**config.mk**
```make
export PLATFORM = sky130hd
export DESIGN_NAME = single_wire_byte_io
export DESIGN_NICKNAME = d
export VERILOG_FILES = /design/src/rtl/swio_pkg.sv /design/src/rtl/swio_slot.sv /design/src/rtl/single_wire_byte_io.sv
export SDC_FILE = /design/constraint.sdc
export NUM_CORES = 1
export LEC_CHECK = 0
export BUFFER_PORTS_ARGS = -buffer_cell sky130_fd_sc_hd__clkbuf_2
export CAP_MARGIN = 20
export CORE_ASPECT_RATIO = 1.75
export CORE_MARGIN = 5
export CORE_UTILIZATION = 56
export CTS_BUF_LIST = sky130_fd_sc_hd__clkbuf_2
export CTS_CLUSTER_SIZE = 30
export DETAILED_ROUTE_END_ITERATION = 16
export HOLD_SLACK_MARGIN = 0.05
export PLACE_DENSITY = 0.83
export SYNTH_ARGS = -nofsm -noshare
export SYNTH_HDL_FRONTEND = slang
export SYNTH_SLANG_ARGS = --single-unit
```
**constraint.sdc**
```tcl
create_clock -name clock_i -period 4.5 [get_ports clock_i]
set_input_delay 0.45 -clock clock_i [delete_from_list [all_inputs] [get_ports clock_i]]
set_output_delay 0.45 -clock clock_i [all_outputs]
set_load 0.005 [all_outputs]
```
**src/rtl/swio_pkg.sv**
```systemverilog
// Purpose: constants for the single-wire byte write/read engine
// Assumes: 40 MHz clock, 32-bit AXI4-Lite register port
// Notes: slot phase times are plain defaults, adjust per line load
package swio_pkg;
  localparam int T_CLK_NS = 25;
  // latest start of line activity after a command, 262.5 ns
  localparam int T_START_MAX_PS = 262500;
  localparam int START_MAX_CYC = T_START_MAX_PS / (T_CLK_NS * 1000);
  // slot phase times, standard and overdrive
  localparam int T_SLOT_STD_NS = 70000;
  localparam int T_SLOT_OD_NS = 10000;
  localparam int T_LOW0_STD_NS = 60000;
  localparam int T_LOW0_OD_NS = 8000;
  localparam int T_LOW1_STD_NS = 6000;
  localparam int T_LOW1_OD_NS = 1000;
  localparam int T_SAMP_STD_NS = 15000;
  localparam int T_SAMP_OD_NS = 2000;
  localparam int T_APU_NS = 2500;
  localparam logic [11:0] SLOT_STD_CYC = 12'((T_SLOT_STD_NS + T_CLK_NS - 1) / T_CLK_NS);
  localparam logic [11:0] SLOT_OD_CYC = 12'((T_SLOT_OD_NS + T_CLK_NS - 1) / T_CLK_NS);
  localparam logic [11:0] LOW0_STD_CYC = 12'((T_LOW0_STD_NS + T_CLK_NS - 1) / T_CLK_NS);
  localparam logic [11:0] LOW0_OD_CYC = 12'((T_LOW0_OD_NS + T_CLK_NS - 1) / T_CLK_NS);
  localparam logic [11:0] LOW1_STD_CYC = 12'((T_LOW1_STD_NS + T_CLK_NS - 1) / T_CLK_NS);
  localparam logic [11:0] LOW1_OD_CYC = 12'((T_LOW1_OD_NS + T_CLK_NS - 1) / T_CLK_NS);
  localparam logic [11:0] SAMP_STD_CYC = 12'(T_SAMP_STD_NS / T_CLK_NS);
  localparam logic [11:0] SAMP_OD_CYC = 12'(T_SAMP_OD_NS / T_CLK_NS);
  localparam logic [11:0] APU_CYC = 12'((T_APU_NS + T_CLK_NS - 1) / T_CLK_NS);
  localparam logic [11:0] CNT_ONE = 12'h001;
  localparam logic [15:0] SLOTS_PER_BYTE = 16'h0008;
  localparam logic [2:0] BIT_LAST = 3'h7;
  // command codes
  localparam logic [7:0] CMD_WRITE_BYTE = 8'ha5;
  localparam logic [7:0] CMD_READ_BYTE = 8'h96;
  // register byte addresses
  localparam logic [4:0] ADDR_CMD = 5'h00;
  localparam logic [4:0] ADDR_STATUS = 5'h04;
  localparam logic [4:0] ADDR_CONFIG = 5'h08;
  localparam logic [4:0] ADDR_READ_DATA = 5'h0c;
  localparam logic [4:0] ADDR_PTR = 5'h10;
  localparam logic [4:0] ADDR_WINDOW = 5'h14;
  // field positions
  localparam int CMD_CODE_LSB = 0;
  localparam int CMD_DATA_LSB = 8;
  localparam int STATUS_BUSY_BIT = 0;
  localparam int STATUS_REFUSED_BIT = 1;
  localparam int STATUS_SPU_ON_BIT = 2;
  localparam int CFG_SPEED_BIT = 0;
  localparam int CFG_APU_BIT = 1;
  localparam int CFG_SPU_BIT = 2;
  localparam logic [2:0] CFG_RESET = 3'h0;
  // read pointer selections
  localparam logic [1:0] PTR_STATUS = 2'h0;
  localparam logic [1:0] PTR_CONFIG = 2'h1;
  localparam logic [1:0] PTR_READ_DATA = 2'h2;
  // bus responses
  localparam logic [1:0] RESP_OKAY = 2'h0;
  localparam logic [1:0] RESP_SLVERR = 2'h2;
endpackage : swio_pkg

```
**src/rtl/swio_slot.sv**
```systemverilog
// Purpose: one single-wire time slot, write-zero or write-one/read
// Assumes: line_sync_i already synchronised; bit and speed steady per slot
// Notes: done_o is combinational so the next slot follows without a gap
`timescale 1ns/1ps
`default_nettype none
module swio_slot import swio_pkg::*; (
  // clock and reset
  input wire logic clock_i,
  input wire logic rst_i,
  // slot request
  input wire logic start_i,
  input wire logic bit_i,
  input wire logic speed_i,
  input wire logic apu_i,
  input wire logic line_sync_i,
  // slot results
  output logic drive_low_o,
  output logic active_pull_o,
  output logic sample_o,
  output logic sample_bit_o,
  output logic done_o
);
  logic active, bit_q;
  logic [11:0] cnt;
  logic next_active, next_bit_q, next_drive, next_apu, next_sample, next_sample_bit;
  logic [11:0] next_cnt, slot_last, low_len, samp_at;

  always_comb begin
    slot_last = (speed_i ? SLOT_OD_CYC : SLOT_STD_CYC) - CNT_ONE;
    samp_at = speed_i ? SAMP_OD_CYC : SAMP_STD_CYC;
    done_o = active && (cnt == slot_last);
    next_active = active;
    next_cnt = cnt;
    next_bit_q = bit_q;
    if (start_i) begin
      next_active = 1'b1;
      next_cnt = '0;
      next_bit_q = bit_i;
    end else if (active) begin
      if (done_o) begin
        next_active = 1'b0;
      end else begin
        next_cnt = cnt + CNT_ONE;
      end
    end
    if (next_bit_q) begin
      low_len = speed_i ? LOW1_OD_CYC : LOW1_STD_CYC;
    end else begin
      low_len = speed_i ? LOW0_OD_CYC : LOW0_STD_CYC;
    end
    next_drive = next_active && (next_cnt < low_len);
    next_apu = apu_i && next_active && (next_cnt >= low_len) && (next_cnt < low_len + APU_CYC);
    next_sample = active && (cnt == samp_at);
    next_sample_bit = next_sample ? line_sync_i : sample_bit_o;
  end

  always_ff @(posedge clock_i) begin
    if (rst_i) begin
      active <= 1'b0;
      cnt <= '0;
      bit_q <= 1'b1;
      drive_low_o <= 1'b0;
      active_pull_o <= 1'b0;
      sample_o <= 1'b0;
      sample_bit_o <= 1'b0;
    end else begin
      active <= next_active;
      cnt <= next_cnt;
      bit_q <= next_bit_q;
      drive_low_o <= next_drive;
      active_pull_o <= next_apu;
      sample_o <= next_sample;
      sample_bit_o <= next_sample_bit;
    end
  end
endmodule : swio_slot
`default_nettype wire

```
**src/rtl/single_wire_byte_io.sv**
```systemverilog
// Purpose: byte write and byte read commands onto a single-wire line
// Assumes: one clock at 40 MHz; commands arrive over AXI4-Lite
// Notes: a refused command answers SLVERR in place of an acknowledge
//
// Added by the designer: the AXI4-Lite register port and the register addresses.
`timescale 1ns/1ps
`default_nettype none
////////////////////////////////////////////////////////////////////////////////
module single_wire_byte_io import swio_pkg::*; (
  // clock and reset
  input wire logic clock_i,
  input wire logic rst_i,
  // axi4-lite write address and data
  input wire logic s_axi_awvalid,
  output logic s_axi_awready,
  input wire logic [4:0] s_axi_awaddr,
  input wire logic s_axi_wvalid,
  output logic s_axi_wready,
  input wire logic [31:0] s_axi_wdata,
  input wire logic [3:0] s_axi_wstrb,
  // axi4-lite write response
  output logic s_axi_bvalid,
  input wire logic s_axi_bready,
  output logic [1:0] s_axi_bresp,
  // axi4-lite read
  input wire logic s_axi_arvalid,
  output logic s_axi_arready,
  input wire logic [4:0] s_axi_araddr,
  output logic s_axi_rvalid,
  input wire logic s_axi_rready,
  output logic [31:0] s_axi_rdata,
  output logic [1:0] s_axi_rresp,
  // single-wire line, open drain
  input wire logic line_in_i,
  output logic line_out_o,
  output logic line_oe_n_o,
  // pullup controls and busy
  output logic strong_pullup_o,
  output logic active_pullup_o,
  output logic line_busy_flag_o
);
  ////////////////////////////////////////////////////////////////////////////////
  // line input synchroniser
  logic line_meta, line_sync;
  always_ff @(posedge clock_i) begin
    if (rst_i) begin
      line_meta <= 1'b1;
      line_sync <= 1'b1;
    end else begin
      line_meta <= line_in_i;
      line_sync <= line_meta;
    end
  end

  ////////////////////////////////////////////////////////////////////////////////
  // control: write channel and byte engine
  logic aw_hold, w_hold, bvalid, busy, op_read, op_speed, op_apu, start_q;
  logic strong_pu, refused;
  logic [1:0] bresp, ptr;
  logic [2:0] bit_cnt, cfg;
  logic [3:0] wstrb_q;
  logic [4:0] waddr;
  logic [7:0] shift, read_data, code, cmd_data;
  logic [31:0] wdata;
  logic next_aw_hold, next_w_hold, next_bvalid, next_busy, next_op_read, next_op_speed;
  logic next_op_apu, next_start_q, next_strong_pu, next_refused;
  logic [1:0] next_bresp, next_ptr;
  logic [2:0] next_bit_cnt, next_cfg;
  logic [3:0] next_wstrb_q;
  logic [4:0] next_waddr;
  logic [7:0] next_shift, next_read_data;
  logic [31:0] next_wdata;
  logic do_write, cmd_ok;
  logic slot_start, slot_bit, slot_done, slot_sample, slot_sample_bit, slot_drive, slot_apu;

  assign s_axi_awready = !aw_hold && !bvalid;
  assign s_axi_wready = !w_hold && !bvalid;
  assign do_write = aw_hold && w_hold && !bvalid;
  assign code = wdata[CMD_CODE_LSB +: 8];
  assign cmd_data = wdata[CMD_DATA_LSB +: 8];
  assign cmd_ok = do_write && (waddr == ADDR_CMD) && !busy
    && ((code == CMD_WRITE_BYTE) || (code == CMD_READ_BYTE));
  // chain slots back to back; next bit is shift[1] while the old one retires
  assign slot_start = start_q || (slot_done && (bit_cnt != BIT_LAST));
  assign slot_bit = op_read ? 1'b1 : (slot_done ? shift[1] : shift[0]);

  always_comb begin
    next_aw_hold = aw_hold;
    next_w_hold = w_hold;
    next_bvalid = bvalid;
    next_bresp = bresp;
    next_waddr = waddr;
    next_wdata = wdata;
    next_wstrb_q = wstrb_q;
    next_busy = busy;
    next_op_read = op_read;
    next_op_speed = op_speed;
    next_op_apu = op_apu;
    next_start_q = 1'b0;
    next_strong_pu = strong_pu;
    next_refused = refused;
    next_ptr = ptr;
    next_bit_cnt = bit_cnt;
    next_cfg = cfg;
    next_shift = shift;
    next_read_data = read_data;
    if (s_axi_awvalid && s_axi_awready) begin
      next_aw_hold = 1'b1;
      next_waddr = s_axi_awaddr;
    end
    if (s_axi_wvalid && s_axi_wready) begin
      next_w_hold = 1'b1;
      next_wdata = s_axi_wdata;
      next_wstrb_q = s_axi_wstrb;
    end
    if (bvalid && s_axi_bready) begin
      next_bvalid = 1'b0;
    end
    if (slot_sample && op_read) begin
      next_shift = {slot_sample_bit, shift[7:1]};
    end
    if (slot_done) begin
      next_bit_cnt = bit_cnt + 3'h1;
      if (!op_read) begin
        next_shift = {1'b0, shift[7:1]};
      end
      if (bit_cnt == BIT_LAST) begin
        next_busy = 1'b0;
        if (op_read) begin
          next_read_data = shift;
        end else begin
          next_strong_pu = cfg[CFG_SPU_BIT];
        end
      end
    end
    if (do_write) begin
      next_aw_hold = 1'b0;
      next_w_hold = 1'b0;
      next_bvalid = 1'b1;
      next_bresp = RESP_OKAY;
      if (waddr == ADDR_CMD) begin
        if (cmd_ok) begin
          next_busy = 1'b1;
          next_start_q = 1'b1;
          next_op_read = (code == CMD_READ_BYTE);
          next_op_speed = cfg[CFG_SPEED_BIT];
          next_op_apu = cfg[CFG_APU_BIT];
          next_bit_cnt = '0;
          next_shift = (code == CMD_WRITE_BYTE) ? cmd_data : '0;
          next_ptr = PTR_STATUS;
          next_strong_pu = 1'b0;
          next_refused = 1'b0;
        end else begin
          next_bresp = RESP_SLVERR;
          if (busy) begin
            next_refused = 1'b1;
          end
        end
      end else if (waddr == ADDR_CONFIG) begin
        if (wstrb_q[0]) begin
          next_cfg = wdata[2:0];
          if (!wdata[CFG_SPU_BIT]) begin
            next_strong_pu = 1'b0;
          end
        end
      end else if (waddr == ADDR_PTR) begin
        if (wstrb_q[0]) begin
          next_ptr = wdata[1:0];
        end
      end else begin
        next_bresp = RESP_SLVERR;
      end
    end
  end

  always_ff @(posedge clock_i) begin
    if (rst_i) begin
      aw_hold <= 1'b0;
      w_hold <= 1'b0;
      bvalid <= 1'b0;
      bresp <= RESP_OKAY;
      waddr <= '0;
      wdata <= '0;
      wstrb_q <= '0;
      busy <= 1'b0;
      op_read <= 1'b0;
      op_speed <= 1'b0;
      op_apu <= 1'b0;
      start_q <= 1'b0;
      strong_pu <= 1'b0;
      refused <= 1'b0;
      ptr <= PTR_STATUS;
      bit_cnt <= '0;
      cfg <= CFG_RESET;
      shift <= '0;
      read_data <= '0;
    end else begin
      aw_hold <= next_aw_hold;
      w_hold <= next_w_hold;
      bvalid <= next_bvalid;
      bresp <= next_bresp;
      waddr <= next_waddr;
      wdata <= next_wdata;
      wstrb_q <= next_wstrb_q;
      busy <= next_busy;
      op_read <= next_op_read;
      op_speed <= next_op_speed;
      op_apu <= next_op_apu;
      start_q <= next_start_q;
      strong_pu <= next_strong_pu;
      refused <= next_refused;
      ptr <= next_ptr;
      bit_cnt <= next_bit_cnt;
      cfg <= next_cfg;
      shift <= next_shift;
      read_data <= next_read_data;
    end
  end

  swio_slot u_slot (
    .clock_i(clock_i),
    .rst_i(rst_i),
    .start_i(slot_start),
    .bit_i(slot_bit),
    .speed_i(op_speed),
    .apu_i(op_apu),
    .line_sync_i(line_sync),
    .drive_low_o(slot_drive),
    .active_pull_o(slot_apu),
    .sample_o(slot_sample),
    .sample_bit_o(slot_sample_bit),
    .done_o(slot_done)
  );

  assign s_axi_bvalid = bvalid;
  assign s_axi_bresp = bresp;
  assign line_out_o = 1'b0;
  assign line_oe_n_o = !slot_drive;
  assign strong_pullup_o = strong_pu;
  assign active_pullup_o = slot_apu;
  assign line_busy_flag_o = busy;

  ////////////////////////////////////////////////////////////////////////////////
  // read channel
  logic rvalid;
  logic [1:0] rresp, next_rresp;
  logic [31:0] rdata, next_rdata, status_word, config_word, rdd_word, view_word;
  logic next_rvalid;

  assign s_axi_arready = !rvalid;
  assign s_axi_rvalid = rvalid;
  assign s_axi_rdata = rdata;
  assign s_axi_rresp = rresp;

  always_comb begin
    status_word = '0;
    status_word[STATUS_BUSY_BIT] = busy;
    status_word[STATUS_REFUSED_BIT] = refused;
    status_word[STATUS_SPU_ON_BIT] = strong_pu;
    config_word = {29'h0, cfg};
    rdd_word = {24'h0, read_data};
    if (ptr == PTR_STATUS) begin
      view_word = status_word;
    end else if (ptr == PTR_CONFIG) begin
      view_word = config_word;
    end else if (ptr == PTR_READ_DATA) begin
      view_word = rdd_word;
    end else begin
      view_word = '0;
    end
    next_rvalid = rvalid;
    next_rdata = rdata;
    next_rresp = rresp;
    if (rvalid && s_axi_rready) begin
      next_rvalid = 1'b0;
    end
    if (s_axi_arvalid && s_axi_arready) begin
      next_rvalid = 1'b1;
      next_rresp = RESP_OKAY;
      if (s_axi_araddr == ADDR_STATUS) begin
        next_rdata = status_word;
      end else if (s_axi_araddr == ADDR_CONFIG) begin
        next_rdata = config_word;
      end else if (s_axi_araddr == ADDR_READ_DATA) begin
        next_rdata = rdd_word;
      end else if (s_axi_araddr == ADDR_PTR) begin
        next_rdata = {30'h0, ptr};
      end else if (s_axi_araddr == ADDR_WINDOW) begin
        next_rdata = view_word;
      end else begin
        next_rdata = '0;
        next_rresp = RESP_SLVERR;
      end
    end
  end

  always_ff @(posedge clock_i) begin
    if (rst_i) begin
      rvalid <= 1'b0;
      rdata <= '0;
      rresp <= RESP_OKAY;
    end else begin
      rvalid <= next_rvalid;
      rdata <= next_rdata;
      rresp <= next_rresp;
    end
  end

  ////////////////////////////////////////////////////////////////////////////////
  // checks
  logic [15:0] busy_cyc, busy_expect;
  always_ff @(posedge clock_i) begin
    if (rst_i || !busy) begin
      busy_cyc <= '0;
    end else begin
      busy_cyc <= busy_cyc + 16'h0001;
    end
  end
  assign busy_expect = SLOTS_PER_BYTE * {4'h0, op_speed ? SLOT_OD_CYC : SLOT_STD_CYC}
    + 16'h0001;

  chk_busy_length: assert property (@(posedge clock_i) disable iff (rst_i)
    $fell(busy) |-> busy_cyc == busy_expect)
    else $error("busy held for wrong number of cycles");
  chk_busy_refuse: assert property (@(posedge clock_i) disable iff (rst_i)
    (do_write && waddr == ADDR_CMD && busy) |=> (bvalid && bresp == RESP_SLVERR
      && !start_q && $stable(op_read)))
    else $error("command taken while busy");
  chk_start_line: assert property (@(posedge clock_i) disable iff (rst_i)
    $rose(busy) |-> ##[1:10] !line_oe_n_o)
    else $error("line activity started late");
  chk_read_ones: assert property (@(posedge clock_i) disable iff (rst_i)
    (slot_start && op_read && !start_q) or (start_q && op_read) |-> slot_bit)
    else $error("read slot not a write-one slot");
  chk_write_lsb: assert property (@(posedge clock_i) disable iff (rst_i)
    (cmd_ok && code == CMD_WRITE_BYTE) |=> slot_bit == $past(wdata[CMD_DATA_LSB]))
    else $error("write byte did not begin with bit 0");
  chk_read_order: assert property (@(posedge clock_i) disable iff (rst_i)
    (slot_sample && op_read) |=> shift[7] == $past(slot_sample_bit))
    else $error("read bit not shifted in from the top");
  chk_ptr_status: assert property (@(posedge clock_i) disable iff (rst_i)
    $rose(busy) |-> ptr == PTR_STATUS)
    else $error("pointer not on status after command");
  chk_read_store: assert property (@(posedge clock_i) disable iff (rst_i)
    ($fell(busy) && op_read) |-> read_data == $past(shift))
    else $error("read data not stored at end of read byte");
  chk_spu_write: assert property (@(posedge clock_i) disable iff (rst_i)
    $rose(strong_pu) |-> !op_read && cfg[CFG_SPU_BIT] && $fell(busy))
    else $error("strong pullup outside a write byte");
endmodule : single_wire_byte_io
`default_nettype wire

```
==> results.json <==
{
  "routed_wl_um": 9695,
  "max_stage_delay_ps": 660,
  "die_w_um": 77.65,
  "ctsHoldBuffers": 2,
  "vias": 3734,
  "hold_ws_ps": 95.08,
  "clk_pin_slew_ps": 210,
  "status": "finished clean",
  "peakVddDrop_mv": 0.2283,
  "synth_area_um2": 4484,
  "clock_path_buffers": 2,
  "initial_core_util_pct": 57.09,
  "powerDensity_nw_per_um2": 266.1,
  "postCtsSetupBuffers": 0,
  "min_path_cells": 3,
  "min-delay-start": "s_axi_wdata[4]",
  "relSlewSlack_pct": 40.53,
  "fill_cells": 696,
  "synthCells": 532,
  "synth_top_area_share_pct": 38.84,
  "gp_congestion": 0.8707,
  "critPathArrivalTime_ps": 4540,
  "endpoint_kind": "flop",
  "grt_use_total_pct": 20.05,
  "wire_per_inst_um": 14.43,
  "worst_ep_required_time_ps": 4950,
  "ff2ff_setup_slack_ps": 410,
  "drv_cap": 0,
  "ant_nets": 0,
  "synth-seq-cells": 87,
  "start_kind": "flop",
  "ys_types": 59,
  "worst_pin_slew_ps": 883.9,
  "worstSetupPathType": "reg -> reg",
  "clkLatencyLatePin_ps": 560,
  "die_h_um": 128.4,
  "drive_gt1_share_pct": 14.80,
  "finalSetupTns_ps": 0,
  "hold_path_class": "in -> reg",
  "grt-ovfl-total": 0,
  "drc": 0,
  "grt_pass1_vias": 3642,
  "cts.sinks": 87,
  "crit_slowest_cell": "dfxtp_1",
  "synth_edf_count": 0,
  "critical_path_peak_fanout": 15,
  "cts_made_buffers": 9,
  "area_growth_pct": 7.199,
  "ys_async_sr_fraction_pct": 0,
  "avgViaCountPerCell": 5.557,
  "setup-violations-final": 0,
  "fp-row-count": 43,
  "path_delay_family": "compound AO/OA/AOI/OAI gates",
  "dr.pass1.iters": 5,
  "dieArea_um2": 9968,
  "grt_max_degree": 51,
  "core-area_um2": 7855,
  "hold_viol": 0,
  "r2r-start": "op_speed",
  "regArea_um2": 1742,
  "synth.area.top_cells": "dfxtp_1 (39%), mux2i_1 (7.4%), nor2_1 (5.6%)",
  "cts_htree_levels": 3,
  "port_buffers": 53,
  "ios": 100,
  "synth_area_per_cell_um2": 8.429,
  "ff2ff_path_depth": 15,
  "grt_first_pass_wirelength_um": 16260,
  "min_to": "wdata[4]",
  "drtIter0Drc": 158,
  "seq_area_frac_synth_pct": 38.84,
  "skew_ps": 27.42,
  "synth_top_area_cell": "dfxtp_1",
  "final-max-slew-violation-count": 0,
  "fin_nets": 647,
  "crit_chain": "and3b_1, o21ai_1, or3_1, o21a_4, nor2_1, o2bb2ai_1, nand2_1, ha_1, nor2b_1, o21a_1, o21ai_0, nand2b_1, a221o_1, a211oi_1, a221oi_1",
  "dpl.hpwl_um": 7504,
  "max_freq_ghz": 0.2443,
  "p_leak_nw": 2.065,
  "cts_tree": "done",
  "min_period_ps": 4094,
  "yosys_warnings": 0,
  "multi_input_area_um2": 2454,
  "cts_root_buffer": "clkbuf_2",
  "ctsResizeCount": 0,
  "rsz0062_at_grt": "false",
  "antenna_found_initial": 1,
  "rr_endpoint": "u_slot.active_pull_o",
  "ys.flop_type": "dfxtp_1",
  "finalCritPeriodShare_pct": 90.98,
  "path_buf_inv": 0
}
-- worst max-delay path by stage --
stage	start	to	slack [ps]	cells past startpoint
finish	op_speed	u_slot.active_pull_o	410	15
global placement	op_speed	u_slot.active_pull_o	530	15
detailed placement	op_speed	u_slot.active_pull_o	430	15
CTS	op_speed	u_slot.active_pull_o	410	15
global route	op_speed	u_slot.active_pull_o	20	15
floorplan	u_slot.cnt[1]	u_slot.active_pull_o	1040	13
-- worst min-delay path, cell delays in order --
cell      delay (ps)
clkbuf_2          80
nand2_1           40
a21oi_1           50
-- layout make-up --
type,instances,area share [%]
clock inverters,6,1.067
repair buffers,60,6.819
flip-flops and latches,87,36.23
well taps,90,2.343
inverters,18,1.406
clock buffers,10,1.041
diodes,1,0.05206
multi-input cells,400,51.04
-- cell usage after synthesis, drive strengths merged (3+ instances only) --
cell type / count
and2: 5
o21ai: 15
and3b: 3
nor2: 67
clkbuf: 23
nor3b: 3
or2: 3
a211oi: 6
nor4b: 3
a221o: 3
xnor2: 7
a21oi: 35
buf: 30
dfxtp: 87
nand2: 61
o211ai: 3
nand3: 10
nand4: 3
a22oi: 6
nor3: 22
inv: 18
a311oi: 3
xor2: 4
nor4: 5
nand3b: 3
mux2: 4
mux2i: 33
nor2b: 7
ha: 17
nand2b: 10
-- per-layer routing --
metal  global-route usage [%]  vias to the layer above  share of wire (%)  wire length (µm)
li1                         -                     1870                  -                 -
met5                        0                        -                  0                 0
met1                    18.89                     1751                 35              3413
met4                    12.45                        0                3.8               369
met2                    38.65                       85                 57              5550
met3                    3.501                       28                3.7               362
-- power by group --
group	internal, mW	switching (mW)	leakage, nW
combinational	0.0405	0.0625	1.29
sequential	0.791	0.0134	0.706
clock	0.123	0.248	0.0682
-- flip-flops by register name, summed over array words and instances (netlist names), 2 cells and up --
register / flops
waddr: 5
read_data: 8
s_axi_rdata: 8
cfg: 3
bit_cnt: 3
u_slot.cnt: 12
shift: 8
ptr: 2
wdata: 16
-- metrics by stage --
| stage | setup WS (ps) | util [%] | cells | total power [mW] | area, µm² |
|---|---|---|---|---|---|
| after floorplan | 1038 | - | 558 | 0.9009 | 4582 |
| after CTS | 413.7 | 60.91 | 669 | 1.285 | 4785 |
| final | 405.9 | 61.20 | 672 | 1.279 | 4807 |
| after global routing | 19.72 | 61.20 | 672 | 1.336 | 4807 |
| after detailed placement | 433.9 | 59.37 | 651 | 0.9196 | 4663 |
| after global placement | 527.1 | 59.37 | 651 | 0.9164 | 4663 |
-- layout by cell type, fill, tap and decap left out, drive strengths merged, types with 4 or more instances in the layout --
master | synthesis | routed
dfxtp | 87 | 87
nor2 | 67 | 67
clkbuf | 23 | 63
nand2 | 61 | 61
a21oi | 35 | 35
mux2i | 33 | 33
conb | 2 | 28
nor3 | 22 | 22
inv | 18 | 18
ha | 17 | 17
o21ai | 15 | 15
nand2b | 10 | 10
nand3 | 10 | 10
nor2b | 7 | 7
xnor2 | 7 | 7
a22oi | 6 | 6
a211oi | 6 | 6
and2 | 5 | 5
nor4 | 5 | 5
clkinv | 0 | 5
xor2 | 4 | 4
mux2 | 4 | 4
dlygate4sd3 | 0 | 4
-- cell families (layout without fill, tap and decap cells) --
logic type                 Yosys count  count (layout)  share of synthesized area (%)
and+or+nand+nor                    219             219                          24.08
buffers and inverters               71              94                          8.621
xor gates and xnor gates            11              11                          2.148
adders and majority gates           17              17                          4.743
DFF                                 87              87                          38.84
other                                2              29                         0.1675
muxes                               37              37                          8.371
AOI/OAI and AO/OA                   88              88                          13.03
(Power assumes the default switching activity.)
